`src/design/ppp_pkg.sv`:
```
// Constants and carrier types for the printer port pin block
package ppp_pkg;

	localparam int ADDR_W = 3;
	localparam int DATA_W = 8;

	localparam logic [2:0] ADDR_STATUS  = 3'h0;
	localparam logic [2:0] ADDR_CONTROL = 3'h1;
	localparam logic [2:0] ADDR_MODE    = 3'h2;
	localparam logic [2:0] ADDR_EVENT   = 3'h3;
	localparam logic [2:0] ADDR_MASK    = 3'h4;

	localparam int ST_FAULT  = 3;
	localparam int ST_SELECT = 4;
	localparam int ST_PAPER  = 5;
	localparam int ST_ACK    = 6;
	localparam int ST_READY  = 7;

	localparam int CT_LATCH = 0;
	localparam int CT_FEED  = 1;

	localparam int MD_FLOPPY = 0;
	localparam int MD_OPEN   = 1;

	localparam logic [7:0] CONTROL_RST = 8'h00;
	localparam logic [7:0] MODE_RST    = 8'h00;
	localparam logic [7:0] MASK_RST    = 8'h00;
	localparam logic [7:0] RDATA_RST   = 8'h00;

	localparam int PIN_SLCT  = 0;
	localparam int PIN_PE    = 1;
	localparam int PIN_BUSY  = 2;
	localparam int PIN_ACK   = 3;
	localparam int PIN_ERR   = 4;
	localparam int PIN_FEED  = 5;
	localparam int PIN_LATCH = 6;
	localparam int NPINS     = 7;

	localparam int EV_ACK    = 0;
	localparam int EV_FAULT  = 1;
	localparam int EV_PAPER  = 2;
	localparam int EV_READY  = 3;
	localparam int EV_SELECT = 4;
	localparam int NEV       = 5;

	typedef struct packed {
		logic select_in;
		logic paper_out_in;
		logic busy_in;
		logic printer_ack_n_in;
		logic printer_fault_n_in;
	} ppp_prn_s;

	typedef struct packed {
		logic drive_sel0_n;
		logic density_sel0_n;
		logic floppy_head_sel_n;
		logic floppy_drive_sel1_n;
		logic floppy_motor1_n;
		logic write_data_n;
		logic write_gate_n;
	} ppp_fdc_s;

	typedef struct packed {
		logic [2:0] addr;
		logic [7:0] wdata;
		logic       wr;
		logic       rd;
	} ppp_bus_s;

endpackage : ppp_pkg

```
`src/design/ppp_port_pins.sv`:
```
// Printer port status and control pins shared with the floppy drive
//
// Functional notes
// - Bit 4 of the status register reads the printer-selected pin.
// - Bit 5 of the status register reads the paper-out pin.
// - Bit 7 of the status register reads the busy pin inverted.
// - Bit 6 of the status register reads the acknowledge pin as is.
// - Bit 3 of the status register reads the error pin as is.
// - The autofeed pin is driven as the inverse of control bit 1.
// - The strobe pin is driven as the inverse of control bit 0.
// - Software pulses control bit 0 to latch data with a low strobe.
`timescale 1ns/100ps
`default_nettype none

module ppp_port_pins (
	input  wire logic                      CLK,
	input  wire logic                      RESET,
	input  wire ppp_pkg::ppp_bus_s         BUS,
	output var  logic [7:0]                RDATA,
	output var  logic                      IRQ,
	input  wire ppp_pkg::ppp_prn_s         PIN_IN,
	input  wire ppp_pkg::ppp_fdc_s         FDC_OUT,
	output var  logic [ppp_pkg::NPINS-1:0] PIN_OUT,
	output var  logic [ppp_pkg::NPINS-1:0] PIN_OE
);

	logic [7:0]              ctrl_r;
	logic [7:0]              mode_r;
	logic [7:0]              mask_r;
	ppp_pkg::ppp_prn_s       prev_r;
	logic [ppp_pkg::NEV-1:0] ev_stat;
	logic                    irq_w;

	wire floppy   = mode_r[ppp_pkg::MD_FLOPPY];
	wire open_drn = mode_r[ppp_pkg::MD_OPEN];

	wire wr_ctrl = BUS.wr && (BUS.addr == ppp_pkg::ADDR_CONTROL);
	wire wr_mode = BUS.wr && (BUS.addr == ppp_pkg::ADDR_MODE);
	wire wr_mask = BUS.wr && (BUS.addr == ppp_pkg::ADDR_MASK);
	wire rd_ev   = BUS.rd && (BUS.addr == ppp_pkg::ADDR_EVENT);

	// Status byte straight from the pins; idle in floppy mode
	logic [7:0] status_w;
	assign status_w = floppy ? 8'h00 : {
		~PIN_IN.busy_in,
		PIN_IN.printer_ack_n_in,
		PIN_IN.paper_out_in,
		PIN_IN.select_in,
		PIN_IN.printer_fault_n_in,
		3'h0};

	logic [7:0] rd_mux;
	assign rd_mux =
		(BUS.addr == ppp_pkg::ADDR_STATUS)  ? status_w :
		(BUS.addr == ppp_pkg::ADDR_CONTROL) ? ctrl_r :
		(BUS.addr == ppp_pkg::ADDR_MODE)    ? mode_r :
		(BUS.addr == ppp_pkg::ADDR_EVENT)   ? {3'h0, ev_stat} :
		(BUS.addr == ppp_pkg::ADDR_MASK)    ? mask_r : 8'h00;

	// Printer events, only watched while the port owns the pins
	logic [ppp_pkg::NEV-1:0] ev_w;
	assign ev_w[ppp_pkg::EV_ACK] = !floppy
		&& prev_r.printer_ack_n_in && !PIN_IN.printer_ack_n_in;
	assign ev_w[ppp_pkg::EV_FAULT] = !floppy
		&& prev_r.printer_fault_n_in && !PIN_IN.printer_fault_n_in;
	assign ev_w[ppp_pkg::EV_PAPER] = !floppy
		&& !prev_r.paper_out_in && PIN_IN.paper_out_in;
	assign ev_w[ppp_pkg::EV_READY] = !floppy
		&& prev_r.busy_in && !PIN_IN.busy_in;
	assign ev_w[ppp_pkg::EV_SELECT] = !floppy
		&& prev_r.select_in && !PIN_IN.select_in;

	// Next pin drive: port mode versus floppy mode
	logic [ppp_pkg::NPINS-1:0] out_nxt;
	logic [ppp_pkg::NPINS-1:0] oe_nxt;
	logic [ppp_pkg::NPINS-1:0] fdc_vec;
	logic                      feed_nxt;
	logic                      latch_nxt;

	assign fdc_vec = FDC_OUT;
	assign feed_nxt  = ~ctrl_r[ppp_pkg::CT_FEED];
	assign latch_nxt = ~ctrl_r[ppp_pkg::CT_LATCH];

	assign out_nxt = floppy ? fdc_vec :
		{latch_nxt, feed_nxt, 5'h00};
	assign oe_nxt = floppy ? ~fdc_vec :
		open_drn ? {~latch_nxt, ~feed_nxt, 5'h00} : 7'h60;

	ppp_evt_irq #(
		.W (ppp_pkg::NEV)
	) u_evt (
		.clk   (CLK),
		.reset (RESET),
		.ev    (ev_w),
		.clr   (rd_ev),
		.mask  (mask_r[ppp_pkg::NEV-1:0]),
		.stat  (ev_stat),
		.irq   (irq_w)
	);

	always_ff @(posedge CLK or posedge RESET) begin
		if (RESET) begin
			ctrl_r <= ppp_pkg::CONTROL_RST;
			mode_r <= ppp_pkg::MODE_RST;
			mask_r <= ppp_pkg::MASK_RST;
		end else begin
			if (wr_ctrl) begin
				ctrl_r <= BUS.wdata;
			end
			if (wr_mode) begin
				mode_r <= {6'h00, BUS.wdata[1:0]};
			end
			if (wr_mask) begin
				mask_r <= {3'h0, BUS.wdata[ppp_pkg::NEV-1:0]};
			end
		end
	end

	always_ff @(posedge CLK or posedge RESET) begin
		if (RESET) begin
			RDATA <= ppp_pkg::RDATA_RST;
			prev_r <= '1;
		end else begin
			RDATA <= BUS.rd ? rd_mux : 8'h00;
			prev_r <= PIN_IN;
		end
	end

	always_ff @(posedge CLK or posedge RESET) begin
		if (RESET) begin
			PIN_OUT <= 7'h60;
			PIN_OE  <= 7'h60;
			IRQ     <= 1'b0;
		end else begin
			PIN_OUT <= out_nxt;
			PIN_OE  <= oe_nxt;
			IRQ     <= irq_w;
		end
	end

	select_read_a: assert property (@(posedge CLK) disable iff (RESET)
		(BUS.rd && BUS.addr == ppp_pkg::ADDR_STATUS && !floppy)
		|=> RDATA[ppp_pkg::ST_SELECT] == $past(PIN_IN.select_in))
		else $error("selected bit wrong");

	paper_read_a: assert property (@(posedge CLK) disable iff (RESET)
		(BUS.rd && BUS.addr == ppp_pkg::ADDR_STATUS && !floppy)
		|=> RDATA[ppp_pkg::ST_PAPER] == $past(PIN_IN.paper_out_in))
		else $error("paper-out bit wrong");

	busy_read_a: assert property (@(posedge CLK) disable iff (RESET)
		(BUS.rd && BUS.addr == ppp_pkg::ADDR_STATUS && !floppy)
		|=> RDATA[ppp_pkg::ST_READY] != $past(PIN_IN.busy_in))
		else $error("busy bit not inverted");

	ack_read_a: assert property (@(posedge CLK) disable iff (RESET)
		(BUS.rd && BUS.addr == ppp_pkg::ADDR_STATUS && !floppy)
		|=> RDATA[ppp_pkg::ST_ACK] == $past(PIN_IN.printer_ack_n_in))
		else $error("acknowledge bit wrong");

	fault_read_a: assert property (@(posedge CLK) disable iff (RESET)
		(BUS.rd && BUS.addr == ppp_pkg::ADDR_STATUS && !floppy)
		|=> RDATA[ppp_pkg::ST_FAULT] == $past(PIN_IN.printer_fault_n_in))
		else $error("error bit wrong");

	feed_pin_a: assert property (@(posedge CLK) disable iff (RESET)
		(wr_ctrl && !floppy && !wr_mode) ##1 !floppy
		|=> PIN_OUT[ppp_pkg::PIN_FEED] == !$past(BUS.wdata[1], 2))
		else $error("autofeed pin not inverse of control bit");

	latch_pin_a: assert property (@(posedge CLK) disable iff (RESET)
		(wr_ctrl && !floppy && !wr_mode) ##1 !floppy
		|=> PIN_OUT[ppp_pkg::PIN_LATCH] == !$past(BUS.wdata[0], 2))
		else $error("strobe pin not inverse of control bit");

	latch_pulse_a: assert property (@(posedge CLK) disable iff (RESET)
		(!floppy && !open_drn && ctrl_r[ppp_pkg::CT_LATCH])
		|=> (!PIN_OUT[ppp_pkg::PIN_LATCH] && PIN_OE[ppp_pkg::PIN_LATCH]))
		else $error("strobe not driven low");

	open_drain_oe_a: assert property (@(posedge CLK) disable iff (RESET)
		(!floppy && open_drn)
		|=> PIN_OE[6:5] == ~PIN_OUT[6:5])
		else $error("open-drain enable not tied to low level");

	floppy_route_a: assert property (@(posedge CLK) disable iff (RESET)
		floppy |=> (PIN_OUT == $past(fdc_vec))
			&& (PIN_OE == ~$past(fdc_vec)))
		else $error("floppy outputs not routed");

	floppy_status_a: assert property (@(posedge CLK) disable iff (RESET)
		(BUS.rd && BUS.addr == ppp_pkg::ADDR_STATUS && floppy)
		|=> RDATA == 8'h00)
		else $error("status not idle in floppy mode");

endmodule : ppp_port_pins

`default_nettype wire

```
`src/design/ppp_evt_irq.sv`:
```
// Sticky event flags, mask and level interrupt
`timescale 1ns/100ps
`default_nettype none

module ppp_evt_irq #(
	parameter int W = 5
) (
	input  wire logic         clk,
	input  wire logic         reset,
	input  wire logic [W-1:0] ev,
	input  wire logic         clr,
	input  wire logic [W-1:0] mask,
	output var  logic [W-1:0] stat,
	output var  logic         irq
);

	logic [W-1:0] stat_nxt;

	// An event in the clearing cycle survives the clear
	assign stat_nxt = (stat & ~{W{clr}}) | ev;

	always_ff @(posedge clk or posedge reset) begin
		if (reset) begin
			stat <= '0;
			irq  <= 1'b0;
		end else begin
			stat <= stat_nxt;
			irq  <= |(stat_nxt & mask);
		end
	end

	set_wins_a: assert property (@(posedge clk) disable iff (reset)
		(ev != '0) |=> ((stat & $past(ev)) == $past(ev)))
		else $error("event lost in clearing cycle");

	irq_level_a: assert property (@(posedge clk) disable iff (reset)
		irq == |(stat & $past(mask)))
		else $error("interrupt level does not follow flags");

endmodule : ppp_evt_irq

`default_nettype wire

```
`config.mk`:
```
export PLATFORM = sky130hd
export DESIGN_NAME = ppp_port_pins
export DESIGN_NICKNAME = d
export VERILOG_FILES = /design/src/design/ppp_pkg.sv /design/src/design/ppp_port_pins.sv /design/src/design/ppp_evt_irq.sv
export SDC_FILE = /design/constraint.sdc
export NUM_CORES = 1
export LEC_CHECK = 0
export ABC_CLOCK_PERIOD_IN_PS = 1350
export BUFFER_PORTS_ARGS = -buffer_cell sky130_fd_sc_hd__clkbuf_2
export CORE_UTILIZATION = 47
export DETAILED_ROUTE_END_ITERATION = 10
export PLACE_DENSITY = 0.73
export SYNTH_ARGS = -nofsm -noshare
export SYNTH_HDL_FRONTEND = slang
export SYNTH_SLANG_ARGS = --single-unit
```
`constraint.sdc`:
```
create_clock -name CLK -period 1.35 [get_ports CLK]
set_clock_uncertainty 0.1 [all_clocks]
set_input_delay 0.2025 -clock CLK [delete_from_list [all_inputs] [get_ports CLK]]
set_output_delay 0.2025 -clock CLK [all_outputs]
set_load 0.01 [all_outputs]
```
# Yosys cells after proc, flatten, opt, wreduce, memory -nomap -nowiden
# Index checks and enable logic that the tools add are counted.
# op_classes
magnitude_cmp	0
n_mul	0
div_mod_pow	0
muxes	10
bitwise_logic	8
addsub	0
reduce_logical	22
shifts	0
eq_ne	4
# op_table
op	count
two-way mux 8 bit	4
two-way mux 7 bit	3
two-way mux 5 bit	3
logical AND 1 bit	14
bitwise AND 5 bit	2
inverter 7 bit	1
equality test 3 x 2 -> 1 bit, second input constant	2
logical NOT 1 bit	6
inverter 5 bit	1
OR 5 bit	1
OR reduction 5 bit	1
equality test 3 x 1 -> 1 bit, second input constant	1
equality test 3 bit, second input constant	1
logical NOT 3 bit	1
inverter 1 bit	3
# totals
latch_bits	0
regBits	49
n_memories	0
mem_bits_rw	0
rom_bits	0
wordCells	58

# Longest topological paths before layout
# depth
word_depth	7
ltp_mapped	5

# Modules after synthesis
# From an unflattened synthesis, not the netlist that was laid out.
# unflattened
hier_cells	157
area_unflattened_um2	2005.7
# modules_own_cells
module	cells_per_inst	instances	area_per_inst_um2
ppp_port_pins	139	1	1780.5
ppp_evt_irq	18	1	225.2

# Worst setup path after synthesis
# Ideal clock, no wire load.
# synth_timing
path_type	input-to-reg
start	input port BUS[12] (netlist name)
end	register ctrl_r[0]
stages	5
arrival_ns	1.072
setup_ns	0.125
setup_slack_ns	0.053
cell_sequence	nand2b_1 nor2_2 and2_1 buf_6 mux2_2
# synth_between
elab_chain_len	2
# synth_rtl
item	line_no	rtl
from (decl)	ppp_port_pins.sv:18	input wire ppp_pkg::ppp_bus_s BUS,
equality test 3 x 1 -> 1 bit	ppp_port_pins.sv:37	wire wr_ctrl = BUS.wr && (BUS.addr == ppp_pkg::ADDR_CONTROL);
logical AND 1 bit	ppp_port_pins.sv:37	
to (signal assigned)	ppp_port_pins.sv:103	ctrl_r <= ppp_pkg::CONTROL_RST;
to (signal assigned)	ppp_port_pins.sv:108	ctrl_r <= BUS.wdata;
to (decl)	ppp_port_pins.sv:27	logic [7:0] ctrl_r;
# Every way passes these cells.
# A chain may end at the register's enable or synchronous reset.

# Worst setup path after layout
# layout_timing
start	register mode_r[0]
end	register RDATA[0]
# layout_between
elab_chain_len	4
# layout_rtl
item	line_no	rtl
from (decl)	ppp_port_pins.sv:28	logic [7:0] mode_r;
from (signal assigned)	ppp_port_pins.sv:104	mode_r <= ppp_pkg::MODE_RST;
from (signal assigned)	ppp_port_pins.sv:111	mode_r <= {6'h00, BUS.wdata[1:0]};
two-way mux 5 bit	ppp_port_pins.sv:56	(BUS.addr == ppp_pkg::ADDR_MODE) ? mode_r :
two-way mux 8 bit	ppp_port_pins.sv:55	(BUS.addr == ppp_pkg::ADDR_CONTROL) ? ctrl_r :
two-way mux 8 bit	ppp_port_pins.sv:54	(BUS.addr == ppp_pkg::ADDR_STATUS) ? status_w :
two-way mux 8 bit	ppp_port_pins.sv:124	RDATA <= BUS.rd ? rd_mux : 8'h00;
to (signal assigned)	ppp_port_pins.sv:121	RDATA <= ppp_pkg::RDATA_RST;
to (signal assigned)	ppp_port_pins.sv:124	
to (decl)	ppp_port_pins.sv:19	output var logic [7:0] RDATA,
# Every way passes these cells.

==> run_results.csv <==
group,metric,value,unit
status,status,"finished clean",
logic_synthesis,synth_top_family_by_area,"simple AND/OR/NAND/NOR gates",
worst_setup_path,critical-path-max-stage-delay,0.46,ns
worst_setup_path,cp_max_fo,6,
logic_synthesis,ys.flop_type,"dfrtp_1",
sta,fmax,762,MHz
final_layout,drive_gt1_share,47.3,%
logic_synthesis,synthTopCellsByArea,"dfrtp_1, dfstp_2, mux2_2, nor2b_1, and2_1",
logic_synthesis,seq_area_frac_synth,62.1,%
detailed_routing,wl,4180,um
detailed_routing,ant_nets,0,
worst_setup_path,critical_path.slowest_cell,"dfrtp_2",
final_layout,fillers,320,
sta,setup_tns,0,ns
floorplan,num_rows,23,
pwr,seqPwrFrac,50.4,%
logic_synthesis,synthXorXnorAreaFrac,0,%
worst_setup_path,cp_cell_sequence,"mux2_2 -> a22oi_2 -> o21ai_1 -> and2_1",
cts,cts_tree,"built",
worst_setup_path,critPathRequiredTime,1.45,ns
floorplan,coreArea,4030,sq um
worst_setup_path,crit_arrival,1.41,ns
logic_synthesis,synth_compound_area_share,9.67,%
sta,hold_viol,0,
run,cap_viol_max_count,0,
hold_path,hp-start,"FDC_OUT[6]",
grt,grt_max_degree,50,
grt,grt_pass1_wl,6840,um
pwr,p_clk_share,28.8,%
sta,period_share,97.2,%
detailed_routing,vias,1482,
pwr,internal_power,2.76,mW
logic_synthesis,synthArstFlopShare,100,%
place,portBuffers,49,
cts,cts_buffer_depth,2,
grt,gr-total-overflow,0,
sta,setup_viol,0,
cts,clkTransAtPathRegs,0.09,ns
logic_synthesis,ys_ff_latch,49,
cts,cts_root_buf,"clkbuf_8",
worst_setup_path,crit_type,"flop to flop",
pwr,power.switching,0.966,mW
logic_synthesis,synthesis.area,1990,sq um
sta,drv_slew,0,
logic_synthesis,synth-simple-area-share,16.5,%
logic_synthesis,synthAdderAreaFrac,0,%
sta,worst_slack,0.0379,ns
cts,htreeDepth,2,
sta,tightest_slew,0.306,ns
logic_synthesis,syn_nets,187,
detailed_routing,drt_pass1_iterations,4,
floorplan,die_area,4510,sq um
floorplan,start_util,49.5,%
place,detailedPlacementHpwl,3040,um
detailed_routing,viasPerCell,5.02,
final_layout,final_nets,271,
final_layout,layout_common_cells,"clkbuf_2, dfrtp_1, buf_4, mux2_2, nor2b_1",
worst_setup_path,end_kind,"flop",
cts,cts_made_buffers,5,
logic_synthesis,synthMuxAreaShare,8.47,%
cts,clock-sinks,49,
grt,track_usage,21.1,%
logic_synthesis,post-synth-top-area-cell,"dfrtp_1",
grt,grt_pass1_vias,1462,
pwr,p_sw_share,26.0,%
logic_synthesis,syn_area_per_cell,12.5,sq um
logic_synthesis,synth_edf_count,0,
worst_setup_path,start_kind,"flop",
final_layout,area_growth,36.5,%
detailed_routing,drt_iter0_markers,92,
final_layout,fin_util,67.5,%
sta,post-route-min-period,1.31,ns
place,place_congestion,0.821,
sta,rsz0062_at_grt,"true",
logic_synthesis,syn_inst,160,
detailed_routing,drc,0,
floorplan,num_io_pins,50,
final_layout,final_common_cell,"clkbuf_2",
worst_setup_path,startpoint,"mode_r[0]",
cts,clk_latency,0.30,ns
place,pre_cts_ws,-0.152,ns
pwr,ir_worst_vdd,0.749,mV
worst_setup_path,timing.rr.start,"mode_r[0]",
pwr,power_density,1370,nW/um^2
final_layout,antennaDiodeCount,0,
detailed_routing,drt-wirelength-per-cell,14.2,um
sta,max_slew_margin,79.4,%
pwr,pwr-share-comb,20.9,%
pwr,p_leak,1.28,nW
floorplan,dieWidth,67.1,um
logic_synthesis,ys_types,35,
logic_synthesis,yosys_warnings,0,
floorplan,die_y,67.1,um
logic_synthesis,synth_top_area_share,50.2,%
grt,antenna_found_initial,0,
hold_path,hp-class,"input pin to flop",
==> cells by family after synthesis <==
group | after synthesis
AOI/OAI and AO/OA | 30
buffers and inverters | 12
and+or+nand+nor | 54
muxes | 15
DFF | 49
==> cell usage after synthesis, types with 2 or more instances <==
master,n
inv_1,4
nor2_1,6
mux2_1,2
a22oi_1,3
a31oi_1,2
nand2b_1,4
nor2b_1,12
and2_1,10
a21oi_1,6
nand2_1,7
a22o_1,2
dfstp_2,9
clkbuf_1,2
a2bb2oi_1,2
buf_2,4
mux2_2,13
dfrtp_1,40
buf_6,2
o21ai_0,11
nor2_2,2
nand3_1,3
==> stage by stage <==
stage	hold slack [ns]	total power [mW]	std cells	instance area, sq um
after floorplan	0.107	2.27	160	2000
after global placement	0.171	2.59	275	2460
after detailed placement	0.180	2.62	275	2460
after CTS	0.0238	3.71	295	2700
after global routing	0.0259	3.89	295	2720
final	0.00359	3.72	295	2720
==> path summary, 6_finish.rpt <==
check | to | slack (ns) | depth (start not counted)
max in group asynchronous | prev_r[2] | 0.47 | 4
min in group asynchronous | RDATA[5] | 0.38 | 4
worst min register to register | IRQ | 0.26 | 0
worst max register to register | RDATA[0] | 0.04 | 4
worst min-delay path | PIN_OUT[6] | 0.004 | 3
worst max-delay path | RDATA[0] | 0.04 | 4
==> registers in the layout, summed over array words and instances, names as in the netlist <==
signal,flops
prev_r,5
RDATA,8
PIN_OUT,7
PIN_OE,7
u_evt.irq,1
u_evt.stat,5
IRQ,1
mode_r,2
mask_r,5
ctrl_r,8
==> layout make-up <==
type	count	area, sq um	share of cell area, %
flip-flops and latches	49	1240	45.5
multi-input cells	99	717	26.3
repair buffers	85	568	20.9
clock buffers	7	86.3	3.17
well taps	50	62.6	2.30
clock inverters	1	30.0	1.10
inverters	4	18.8	0.690
==> critical path: cells and delay by family, from the launching register on <==
kind	cells	cell delay, ns
compound gates	2	0.21
flops	1	0.46
mux	1	0.29
simple gates	1	0.16
==> per-layer routing <==
layer / vias to the layer above / track usage [%] / part of all wire (%)
li1: 716 / - / -
met5: - / 0 / 0
met1: 720 / 26.7 / 45
met2: 39 / 35.1 / 49
met4: 0 / 9.31 / 1.6
met3: 7 / 3.77 / 4.6
==> what timing repair did <==
| action | CTS | global route |
|---|---|---|
| hold endpoints to repair | 50 | 0 |
| resized for setup | 2 | 8 |
| setup buffers | 1 | 0 |
| endpoints found under the setup margin | 4 | 6 |
| hold buffers | 11 | 0 |
==> power by group through the flow <==
stage | Sequential, mW | Combinational [mW] | Clock, mW
after floorplan | 1.90 | 0.377 | 0
after global placement | 1.89 | 0.700 | 0
after detailed placement | 1.89 | 0.721 | 0
after CTS | 1.87 | 0.760 | 1.09
after global routing | 1.90 | 0.856 | 1.13
final | 1.88 | 0.776 | 1.07
(Power assumes the default switching activity.)
